==> src/ptu_pkg.sv <==
`default_nettype none
package ptu_pkg;
    // ------------------------------------------------------------
    // Cause bit positions, highest priority at bit 0.
    // ------------------------------------------------------------
    localparam int PTU_NCAUSE = 15;
    localparam int C_IC_BUS = 0;
    localparam int C_DC_BUS = 1;
    localparam int C_EXT_INT = 2;
    localparam int C_FWATCH = 3;
    localparam int C_FMISS = 4;
    localparam int C_FPERM = 5;
    localparam int C_SOFTBP = 6;
    localparam int C_BADBUN = 7;
    localparam int C_DWATCH = 8;
    localparam int C_MISALIGN = 9;
    localparam int C_CR_UNMAP = 10;
    localparam int C_CR_DENY = 11;
    localparam int C_DMISS = 12;
    localparam int C_DPERM = 13;
    localparam int C_SIDE_TO = 14;
    // Causes that carry the faulting data address.
    localparam logic [PTU_NCAUSE-1:0] DADDR_CAUSES = 15'h3f00;

    // ------------------------------------------------------------
    // Status word layout and reset.
    // ------------------------------------------------------------
    localparam int SW_USER = 0;
    localparam int SW_IRQ_EN = 1;
    localparam int SW_DWATCH_EN = 8;
    localparam int SW_FWATCH_EN = 9;
    localparam logic [31:0] SW_RESET = 32'h0000_0000;
    localparam logic [31:0] SW_WR_MASK = 32'h0000_13f3;
    localparam logic [31:0] SW_TRAP_CLR = 32'h0000_0303;

    // ------------------------------------------------------------
    // Register byte offsets on the bus.
    // ------------------------------------------------------------
    localparam logic [7:0] OFS_STATUS = 8'h00;
    localparam logic [7:0] OFS_SAVED_SW = 8'h04;
    localparam logic [7:0] OFS_SAVED_RESUME_ADDR = 8'h08;
    localparam logic [7:0] OFS_OLDER_SW = 8'h0c;
    localparam logic [7:0] OFS_OLDER_PC = 8'h10;
    localparam logic [7:0] OFS_HANDLER = 8'h14;
    localparam logic [7:0] OFS_CAUSE = 8'h18;
    localparam logic [7:0] OFS_DADDR = 8'h1c;
    localparam logic [7:0] OFS_CONFIG = 8'h20;
    localparam int CFG_MISALIGN_OK = 0;
    localparam logic [31:0] REG_RESET = 32'h0000_0000;
    localparam logic [31:0] PC_ALIGN_MASK = 32'hffff_fffc;

    // Cycles during which younger bundles are cancelled after a redirect.
    localparam logic [1:0] REFILL_CYCLES = 2'h3;
endpackage
`default_nettype wire

==> src/ptu_prio.sv <==
`timescale 1ns/100ps
`default_nettype none
module ptu_prio
    import ptu_pkg::*;
(
    input wire logic [PTU_NCAUSE-1:0] req_i,
    output logic [PTU_NCAUSE-1:0] win_o,
    output logic any_o
);
    logic [PTU_NCAUSE:0] seen;

    // ------------------------------------------------------------
    // Lowest set bit wins; a prefix chain blocks all later bits.
    // ------------------------------------------------------------
    assign seen[0] = 1'b0;
    genvar i;
    generate
        for (i = 0; i < PTU_NCAUSE; i++)
        begin : g_bit
            assign win_o[i] = req_i[i] & ~seen[i];
            assign seen[i+1] = seen[i] | req_i[i];
        end
    endgenerate
    assign any_o = seen[PTU_NCAUSE];
endmodule
`default_nettype wire

==> src/ptu_daddr.sv <==
`timescale 1ns/100ps
`default_nettype none
module ptu_daddr
    import ptu_pkg::*;
(
    input wire logic [PTU_NCAUSE-1:0] win_i,
    input wire logic [31:0] data_addr_i,
    output logic [31:0] value_o
);
    // ------------------------------------------------------------
    // Pass the data address only for data-side causes, else zero.
    // ------------------------------------------------------------
    assign value_o = (|(win_i & DADDR_CAUSES)) ? data_addr_i : REG_RESET;
endmodule
`default_nettype wire

==> src/ptu_trap_unit.sv <==
// Notes on behaviour
// - Older bundles commit; younger change nothing.
// - Trap point is start of faulting bundle.
// - Redirect fetch to handler entry address.
// - Cancel trapping bundle and all younger.
// - Traps serviced in order, one at once.
// - Record only the highest priority exception.
// - Save status, bundle address, set cause.
// - Clear user, irq, watch enables on entry.
// - Data address saved for six causes, else zero.
// - Return restores status, address, refills saves.
// - External interrupt is cause bit two.
// - Lower bit number means higher priority.
// - Instruction bus fault bit 0, data bit 1.
// - Fetch watch 3, soft break 6, data 8.
// - Fetch region miss 4, permission 5.
// - Bad bundle or user privileged op: 7.
// - Misaligned access without support sets 9.
// - Control register unmapped 10, user store 11.
// - Data region miss 12, permission 13.
// - Side interface timeout sets bit 14.
// - Status bits 0,1,8,9 reset to zero.
`timescale 1ns/100ps
`default_nettype none
module ptu_trap_unit
    import ptu_pkg::*;
(
    input wire logic clk_i,
    input wire logic rst_i,
    input wire logic cyc_i,
    input wire logic stb_i,
    input wire logic we_i,
    input wire logic [7:0] adr_i,
    input wire logic [3:0] sel_i,
    input wire logic [31:0] dat_i,
    output logic [31:0] dat_o,
    output logic ack_o,
    input wire logic bundle_valid_i,
    input wire logic [31:0] current_bundle_addr_i,
    input wire logic rfi_op_i,
    input wire logic icache_bus_fault_i,
    input wire logic dcache_bus_fault_i,
    input wire logic ext_irq_i,
    input wire logic fetch_watch_hit_i,
    input wire logic fetch_region_miss_i,
    input wire logic fetch_perm_fault_i,
    input wire logic soft_bp_hit_i,
    input wire logic bad_bundle_i,
    input wire logic priv_op_i,
    input wire logic data_watch_hit_i,
    input wire logic misaligned_i,
    input wire logic ctlreg_unmapped_i,
    input wire logic ctlreg_store_i,
    input wire logic data_region_miss_i,
    input wire logic data_perm_fault_i,
    input wire logic side_iface_timeout_i,
    input wire logic [31:0] data_addr_i,
    output logic commit_o,
    output logic cancel_o,
    output logic redirect_o,
    output logic [31:0] redirect_addr_o,
    output logic [31:0] status_o
);
    logic [31:0] status;
    logic [31:0] saved_status;
    logic [31:0] saved_resume_addr;
    logic [31:0] older_status;
    logic [31:0] older_resume_addr;
    logic [31:0] handler_entry_addr;
    logic [31:0] trap_cause_reg;
    logic [31:0] trap_data_addr;
    logic [31:0] config_reg;
    logic [1:0] squash_cnt;
    logic squash;
    logic [PTU_NCAUSE-1:0] cause_vec;
    logic [PTU_NCAUSE-1:0] win;
    logic any_cause;
    logic take_trap;
    logic do_rfi;
    logic [31:0] next_daddr;
    logic [31:0] wmask;
    logic bus_wr;
    logic [31:0] next_rdata;

    // ------------------------------------------------------------
    // Cause collection.
    // ------------------------------------------------------------

    // Each source maps to its fixed cause bit.
    assign cause_vec[C_IC_BUS] = icache_bus_fault_i;
    assign cause_vec[C_DC_BUS] = dcache_bus_fault_i;
    assign cause_vec[C_EXT_INT] = ext_irq_i & status[SW_IRQ_EN];
    assign cause_vec[C_FWATCH] = fetch_watch_hit_i & status[SW_FWATCH_EN];
    assign cause_vec[C_FMISS] = fetch_region_miss_i;
    assign cause_vec[C_FPERM] = fetch_perm_fault_i;
    assign cause_vec[C_SOFTBP] = soft_bp_hit_i;
    assign cause_vec[C_BADBUN] = bad_bundle_i | (priv_op_i & status[SW_USER]);
    assign cause_vec[C_DWATCH] = data_watch_hit_i & status[SW_DWATCH_EN];
    assign cause_vec[C_MISALIGN] = misaligned_i & ~config_reg[CFG_MISALIGN_OK];
    assign cause_vec[C_CR_UNMAP] = ctlreg_unmapped_i;
    assign cause_vec[C_CR_DENY] = ctlreg_store_i & status[SW_USER];
    assign cause_vec[C_DMISS] = data_region_miss_i;
    assign cause_vec[C_DPERM] = data_perm_fault_i;
    assign cause_vec[C_SIDE_TO] = side_iface_timeout_i;

    // Fixed priority pick of one winner.
    ptu_prio u_prio (
        .req_i(cause_vec),
        .win_o(win),
        .any_o(any_cause)
    );

    // Faulting data address for the winning cause.
    ptu_daddr u_daddr (
        .win_i(win),
        .data_addr_i(data_addr_i),
        .value_o(next_daddr)
    );

    // ------------------------------------------------------------
    // Trap decision and bundle fate.
    // ------------------------------------------------------------

    // A bundle in the refill window is younger than a redirect and never counts.
    assign squash = (squash_cnt != 2'h0);
    assign take_trap = bundle_valid_i & ~squash & any_cause;
    assign do_rfi = bundle_valid_i & ~squash & rfi_op_i & ~any_cause;
    assign commit_o = bundle_valid_i & ~squash & ~any_cause;
    assign cancel_o = bundle_valid_i & (squash | any_cause);

    // Refill window counter; one trap at a time in bundle order.
    always_ff @(posedge clk_i)
    begin
        if (rst_i)
            squash_cnt <= 2'h0;
        else if (take_trap || do_rfi)
            squash_cnt <= REFILL_CYCLES;
        else if (squash)
            squash_cnt <= squash_cnt - 2'h1;
    end

    // Redirect pulse and target for the fetch unit.
    always_ff @(posedge clk_i)
    begin
        if (rst_i)
        begin
            redirect_o <= 1'b0;
            redirect_addr_o <= REG_RESET;
        end
        else
        begin
            redirect_o <= take_trap | do_rfi;
            if (take_trap)
                redirect_addr_o <= handler_entry_addr;
            else if (do_rfi)
                redirect_addr_o <= saved_resume_addr;
        end
    end

    // ------------------------------------------------------------
    // Architectural trap state.
    // ------------------------------------------------------------

    // Byte-lane mask of a bus write; it lands at the acknowledging edge.
    assign wmask = {{8{sel_i[3]}}, {8{sel_i[2]}}, {8{sel_i[1]}}, {8{sel_i[0]}}};
    assign bus_wr = cyc_i & stb_i & we_i & ack_o;

    // Status word: trap and return take precedence over software.
    always_ff @(posedge clk_i)
    begin
        if (rst_i)
            status <= SW_RESET;
        else if (take_trap)
            status <= status & ~SW_TRAP_CLR;
        else if (do_rfi)
            status <= saved_status;
        else if (bus_wr && adr_i == OFS_STATUS)
            status <= (status & ~(wmask & SW_WR_MASK)) | (dat_i & wmask & SW_WR_MASK);
    end
    assign status_o = status;

    // Saved copies and their older generation.
    always_ff @(posedge clk_i)
    begin
        if (rst_i)
        begin
            saved_status <= REG_RESET;
            saved_resume_addr <= REG_RESET;
            older_status <= REG_RESET;
            older_resume_addr <= REG_RESET;
        end
        else if (take_trap)
        begin
            saved_status <= status;
            saved_resume_addr <= current_bundle_addr_i & PC_ALIGN_MASK;
            older_status <= saved_status;
            older_resume_addr <= saved_resume_addr;
        end
        else if (do_rfi)
        begin
            saved_status <= older_status;
            saved_resume_addr <= older_resume_addr;
        end
        else if (bus_wr)
        begin
            if (adr_i == OFS_SAVED_SW)
                saved_status <= (saved_status & ~wmask) | (dat_i & wmask);
            if (adr_i == OFS_SAVED_RESUME_ADDR)
                saved_resume_addr <= ((saved_resume_addr & ~wmask) | (dat_i & wmask)) & PC_ALIGN_MASK;
            if (adr_i == OFS_OLDER_SW)
                older_status <= (older_status & ~wmask) | (dat_i & wmask);
            if (adr_i == OFS_OLDER_PC)
                older_resume_addr <= ((older_resume_addr & ~wmask) | (dat_i & wmask)) & PC_ALIGN_MASK;
        end
    end

    // Cause and data address records of the last trap.
    always_ff @(posedge clk_i)
    begin
        if (rst_i)
        begin
            trap_cause_reg <= REG_RESET;
            trap_data_addr <= REG_RESET;
        end
        else if (take_trap)
        begin
            trap_cause_reg <= {{(32 - PTU_NCAUSE){1'b0}}, win};
            trap_data_addr <= next_daddr;
        end
        else if (bus_wr)
        begin
            if (adr_i == OFS_CAUSE)
                trap_cause_reg <= (trap_cause_reg & ~wmask) | (dat_i & wmask);
            if (adr_i == OFS_DADDR)
                trap_data_addr <= (trap_data_addr & ~wmask) | (dat_i & wmask);
        end
    end

    // Software-only registers: handler entry and configuration.
    always_ff @(posedge clk_i)
    begin
        if (rst_i)
        begin
            handler_entry_addr <= REG_RESET;
            config_reg <= REG_RESET;
        end
        else if (bus_wr)
        begin
            if (adr_i == OFS_HANDLER)
                handler_entry_addr <= ((handler_entry_addr & ~wmask) | (dat_i & wmask)) & PC_ALIGN_MASK;
            if (adr_i == OFS_CONFIG)
                config_reg[CFG_MISALIGN_OK] <= (config_reg[CFG_MISALIGN_OK] & ~sel_i[0])
                    | (dat_i[CFG_MISALIGN_OK] & sel_i[0]);
        end
    end

    // ------------------------------------------------------------
    // Wishbone slave.
    // ------------------------------------------------------------

    // Read multiplexer; unmapped offsets read as zero.
    always_comb
    begin
        unique case (adr_i)
            OFS_STATUS: next_rdata = status;
            OFS_SAVED_SW: next_rdata = saved_status;
            OFS_SAVED_RESUME_ADDR: next_rdata = saved_resume_addr;
            OFS_OLDER_SW: next_rdata = older_status;
            OFS_OLDER_PC: next_rdata = older_resume_addr;
            OFS_HANDLER: next_rdata = handler_entry_addr;
            OFS_CAUSE: next_rdata = trap_cause_reg;
            OFS_DADDR: next_rdata = trap_data_addr;
            OFS_CONFIG: next_rdata = config_reg;
            default: next_rdata = REG_RESET;
        endcase
    end

    // Acknowledge one cycle after the strobe, data registered with it.
    always_ff @(posedge clk_i)
    begin
        if (rst_i)
        begin
            ack_o <= 1'b0;
            dat_o <= REG_RESET;
        end
        else
        begin
            ack_o <= cyc_i & stb_i & ~ack_o;
            if (cyc_i && stb_i && !ack_o)
                dat_o <= next_rdata;
        end
    end
endmodule
`default_nettype wire

==> config.mk <==
export PLATFORM = sky130hd
export DESIGN_NAME = ptu_trap_unit
export DESIGN_NICKNAME = d
export VERILOG_FILES = /design/src/ptu_pkg.sv /design/src/ptu_prio.sv /design/src/ptu_daddr.sv /design/src/ptu_trap_unit.sv
export SDC_FILE = /design/constraint.sdc
export NUM_CORES = 1
export LEC_CHECK = 0
export BUFFER_PORTS_ARGS = -buffer_cell sky130_fd_sc_hd__buf_2
export CAP_MARGIN = 25
export CORE_MARGIN = 1
export CORE_UTILIZATION = 33
export DETAILED_ROUTE_END_ITERATION = 10
export GPL_TIMING_DRIVEN = 1
export SLEW_MARGIN = 20
export SYNTH_ARGS = -nofsm -noshare
export SYNTH_HDL_FRONTEND = slang
export SYNTH_HIERARCHICAL = 1
export SYNTH_SLANG_ARGS = --single-unit
==> constraint.sdc <==
create_clock -name clk_i -period 11.19 [get_ports clk_i]
set_clock_uncertainty 0.2 [all_clocks]
set_input_delay 2.238 -clock clk_i [delete_from_list [all_inputs] [get_ports clk_i]]
set_output_delay 2.238 -clock clk_i [all_outputs]
set_load 0.05 [all_outputs]
======== Yosys cells after proc, flatten, opt, wreduce, memory -nomap -nowiden ========
Cells that the tools add are included.
cells by class
  add/sub/neg operators ................... 1
  reductions and logical operators ........ 33
  mux-type cells .......................... 30
  equality and inequality tests ........... 9
  bitwise operators ....................... 89
operators with widths
  operator                                                          count
  32-bit 2-to-1 mux                                                 24
  32-bit AND                                                        9
  32-bit one-hot mux with 9 select lines                            1
  32-bit OR                                                         7
  15-bit 2-to-1 mux                                                 3
  1-bit AND                                                         32
  8-bit by 5-bit == test with 1-bit output (second input constant)  4
  13-bit inverter with 32-bit output                                1
  32-bit inverter                                                   1
  32-bit by 13-bit OR with 32-bit output                            1
  2-bit nonzero test                                                11
  1-bit inverter                                                    20
  1-bit OR                                                          18
  2-bit AND reduction                                               9
  8-bit by 4-bit == test with 1-bit output (second input constant)  2
  3-bit nonzero test                                                3
  8-bit by 3-bit == test with 1-bit output (second input constant)  1
  8-bit by 6-bit == test with 1-bit output (second input constant)  1
  8-bit logical NOT                                                 1
  3-bit AND reduction                                               2
  6-bit OR reduction                                                1
  2-bit 2-to-1 mux                                                  2
  1-bit logical AND                                                 3
  2-bit inequality test (second input constant)                     1
  other kinds (4)                                                   4
storage, ports and cells
  bits in registers ....................... 323
  word-level logic and storage cells ...... 179
  input bits .............................. 131
  output and inout bits ................... 100

======== Logic depth before layout (Yosys ltp) ========
  depth in word-level cells ............... 18
  mapped depth ............................ 11
  mapped depth without buffers ............ 7

======== Modules after synthesis ========
Netlist, hierarchy kept.
by module, submodules not included
  module         cells each  instances  sequential area each (um^2)  area an instance (um^2)
  ptu_trap_unit  1822        1          6466.2                       15717.6
  ptu_daddr      40          1          0.0                          321.6
  ptu_prio       32          1          0.0                          211.5

======== Worst setup path after synthesis ========
OpenSTA, ideal clock, no wires.
  path type ............................... input to output
  start point ............................. input port priv_op_i
  end point ............................... output port commit_o
  path buffers ............................ 1
  slack ................................... 4465 ps
  cell stages on the path ................. 5
  arrival ................................. 4287 ps
  required time ........................... 8752 ps
  cell sequence ........................... a21o_1 -> or4_1 -> or4_1 -> clkbuf_1 -> nor2_1
on the way
  longest elaborated chain between the ends .. 12
ends and longest elaborated chain
  what                   RTL line              RTL
  start, declared        ptu_trap_unit.sv:49   input wire logic priv_op_i,
  1-bit AND              ptu_trap_unit.sv:97   assign cause_vec[C_BADBUN] = bad_bundle_i | (priv_op_i & status[SW_USER]);
  1-bit OR               ptu_trap_unit.sv:97
  1-bit OR (8 in a row)  ptu_prio.sv:21        assign seen[i+1] = seen[i] | req_i[i];
  via any_cause          ptu_trap_unit.sv:77   logic any_cause;
  1-bit inverter         ptu_trap_unit.sv:128  assign commit_o = bundle_valid_i & ~squash & ~any_cause;
  1-bit AND              ptu_trap_unit.sv:128
  end, declared          ptu_trap_unit.sv:58   output logic commit_o,
The timed path passes the listed nets, and every way through them passes these cells.

======== Final worst setup path ========
  start point ............................. input port fetch_watch_hit_i
  end point ............................... output port cancel_o
on the way
  longest elaborated chain between the ends .. 15
ends and longest elaborated chain
  what                    RTL line              RTL
  start, declared         ptu_trap_unit.sv:44   input wire logic fetch_watch_hit_i,
  1-bit AND               ptu_trap_unit.sv:93   assign cause_vec[C_FWATCH] = fetch_watch_hit_i & status[SW_FWATCH_EN];
  via cause_vec[3]        ptu_trap_unit.sv:75   logic [PTU_NCAUSE-1:0] cause_vec;
  1-bit OR (12 in a row)  ptu_prio.sv:21
  via any_cause           ptu_trap_unit.sv:77
  1-bit OR                ptu_trap_unit.sv:129  assign cancel_o = bundle_valid_i & (squash | any_cause);
  1-bit AND               ptu_trap_unit.sv:129
  end, declared           ptu_trap_unit.sv:59   output logic cancel_o,
The timed path passes the listed nets, and every way through them passes these cells.

==> qor.txt <==
net count after synthesis: 2026
Slew HR: 19.69%
Worst Path Required: 8.75 ns
CP Max Fanout: 12
# setup viols final: 0
die height: 223.9 µm
Critical Path Slowest Stage Cell: or4_1
ys flop type: dfxtp_1
Synth Area in Adders: 0.07699%
initial antenna violation count: 5
post-synthesis average cell area: 8.580 µm²
most numerous cell in the Yosys netlist: dfxtp_1
Post-CTS Setup Inserts: 0
slowest stage delay, CP: 0.85 ns
Hold Buf Count CTS: 0
cell taking the most area after synthesis: dfxtp_1
hold_sp: redirect_addr_o[4]
placed cell areas: 17820 µm²
mux cell area share after synthesis: 11.86%
CP Buf/Inv Count: 3
PortBufs: 228
post-layout util: 39.70%
hold depth: 2
largest net degree at the start of global routing: 138
crit path from: fetch_watch_hit_i
worst setup path category: input pin to output pin
Vias: 16100
antenna-violating nets left: 0
# resized after CTS: 0
simple-gate portion of the synthesized area: 19.60%
yosys warns: 6
minimum clock period: 6.922 ns
R2R Setup Slk: 5.95 ns
Die X: 223.9 µm
total wire length: 64.72 mm
fin area: 19120 µm²
part of the Yosys area used for sequential elements: 39.79%
Yosys top cell area share: 39.79%
FF+latch count, synth: 323
Final TNS setup: 0 ns
DR iter-0 viols: 1796
CP most frequent cell: buf_2
Leak Pwr: 7.289 nW
mapped cell area: 16250 µm²
Max-Cap Viols: 0
crit path capture type: output pin
hold_ws: 0.2522 ns
HPWL after DPL: 41.40 mm
vias in the first global route: 15160
peak supply drop: 0.08637 mV
Compound-Gate Fraction of Synth Area: 23.57%
GR Util All Layers: 25.06%
fmax: 0.1445 GHz
Cells after DPL: 2627
root buf cell: clkbuf_16
DIE AREA: 50140 µm²
XOR/XNOR Fraction of Synth Area: 0.05390%
RSZ-0062 raised after global routing: false
Post-Syn Instances: 1894
IO Count: 231
Post-synth EDFFs: 0
area delta synth->final: 17.63%
Clock Latency Late Sink: 0.54 ns
asr flop ratio synth: 0%
CP endpoint: cancel_o
CP Cell Sequence: buf_2, and2_1, or4_4, or4_1, inv_1, a21boi_0, buf_2
Tightest Pin Transition: 1.197 ns
CTS clk-pin slew, worst paths: 0.06 ns
Final Hold Vio Count: 0
layout cell share with drive strength beyond 1: 20.68%
H-tree levels: 2
GP Congestion: 0.8563
Post-layout nets: 2146
CTS tree: yes
main combinational cell family by area after synthesis: compound AO/OA/AOI/OAI gates
Area contributors post-synth: dfxtp_1, nand2_1, a21oi_1, mux2i_1, mux4_2
average wire per standard cell: 23.97 µm
first-pass GRT wire length: 96.44 mm
final cycle utilization of the critical path: 61.86%
clock sink count: 323
status: finished clean
CP Data Arrival Time: 4.48 ns
Post-synth top cells: dfxtp_1, nand2_1, a21oi_1
final non-filler cell total: 2700
Worst path top cell family by delay: simple AND/OR/NAND/NOR gates
drt pass-1 iters: 7
CTS Buf Count: 38
drt drc: 0
grt total ovfl: 0
Initial Utilization: 33.75%
CP Launch Type: input pin
Pins Over Slew Limit: 0
Netlist cell types: 65
WP depth: 7
Worst Hold Class: register to register
pwr dens: 193.2 nW/µm²
Reg2Reg Depth: 7
vias per inst: 5.964
core area: 48150 µm²
CTS max path bufs: 3
Cell Rows: 80
report_power, final:
group / internal [W] / switching (W) / total [W]
Clock: 0.000754 / 0.000503 / 0.00126
Combinational: 0.000344 / 0.000679 / 0.00102
Sequential: 0.00130 / 0.000116 / 0.00141
Total: 0.00240 / 0.00130 / 0.00369
per-layer routing:
layer / up-vias / GRT usage [%] / part of all wire, %
met5: - / 0 / 0.037
met4: 4 / 6.982 / 2.3
met3: 112 / 5.076 / 9.2
met2: 834 / 39.73 / 46
met1: 7856 / 34.37 / 43
li1: 7296 / - / -
cells by family (layout without fill, tap and decap cells):
kind of cell,after synthesis,after routing
flops,323,323
xor+xnor,1,1
other cells,0,3
mux,150,150
fa+ha+maj,1,1
simple gates,658,658
buf+inv,196,343
compound gates,565,565
worst reg2reg max path, cell delays in order, from the launching register on:
cell and delay, ns:
dfxtp_1 0.37, and2_1 0.24, or4_4 0.60, or4_1 0.86
nand3_4 0.66, buf_4 0.95, o21ai_1 0.80, a311oi_1 0.46
area by class of cell:
class	count	area, µm²
Inverter	15	56.30
Sequential cell	323	6466
Clock inverter	7	85.08
Fill cell	4834	29030
Clock buffer	60	1157
Antenna cell	3	7.507
Timing Repair Buffer	261	1424
Tap cell	656	820.8
Multi-Input combinational cell	1375	9099
placed cells by master (no fill, tap or decap), types with 5 or more instances in the layout:
cell / instances
dfxtp_1: 323
buf_2: 226
a21boi_1: 27
clkbuf_1: 13
nor4_1: 5
clkinv_2: 5
nor2_1: 129
nand2_1: 284
a221oi_1: 10
o211ai_1: 14
mux2_2: 31
buf_4: 32
nand3_1: 46
mux4_2: 31
a22oi_1: 30
nor2b_1: 33
inv_1: 15
clkbuf_8: 7
nor3_1: 6
a211oi_1: 62
o41ai_4: 5
and3_1: 7
or4_1: 12
a21oi_1: 200
clkbuf_16: 41
mux2i_1: 88
nand4_1: 36
o221ai_1: 7
or3_1: 56
a22o_1: 10
o21ai_0: 29
and2_1: 7
o22ai_1: 64
a41oi_2: 7
a311oi_1: 68
worst min path at each step:
stage	end	slack, ns
after global placement	dat_o[13]	0.24
after global routing	redirect_addr_o[4]	0.27
final	redirect_addr_o[4]	0.25
after detailed placement	dat_o[28]	0.24
after CTS	redirect_addr_o[4]	0.25
after floorplan	register	0.24
stage by stage:
step / total power, W / setup WS, ns
floorplan: 0.002115 / 4.465
global placement: 0.002405 / 4.239
detailed placement: 0.002431 / 4.148
CTS: 0.003681 / 4.289
global route: 0.003850 / 4.200
finish: 0.003694 / 4.268
No activity file was read; power rests on OpenSTA's default activity.
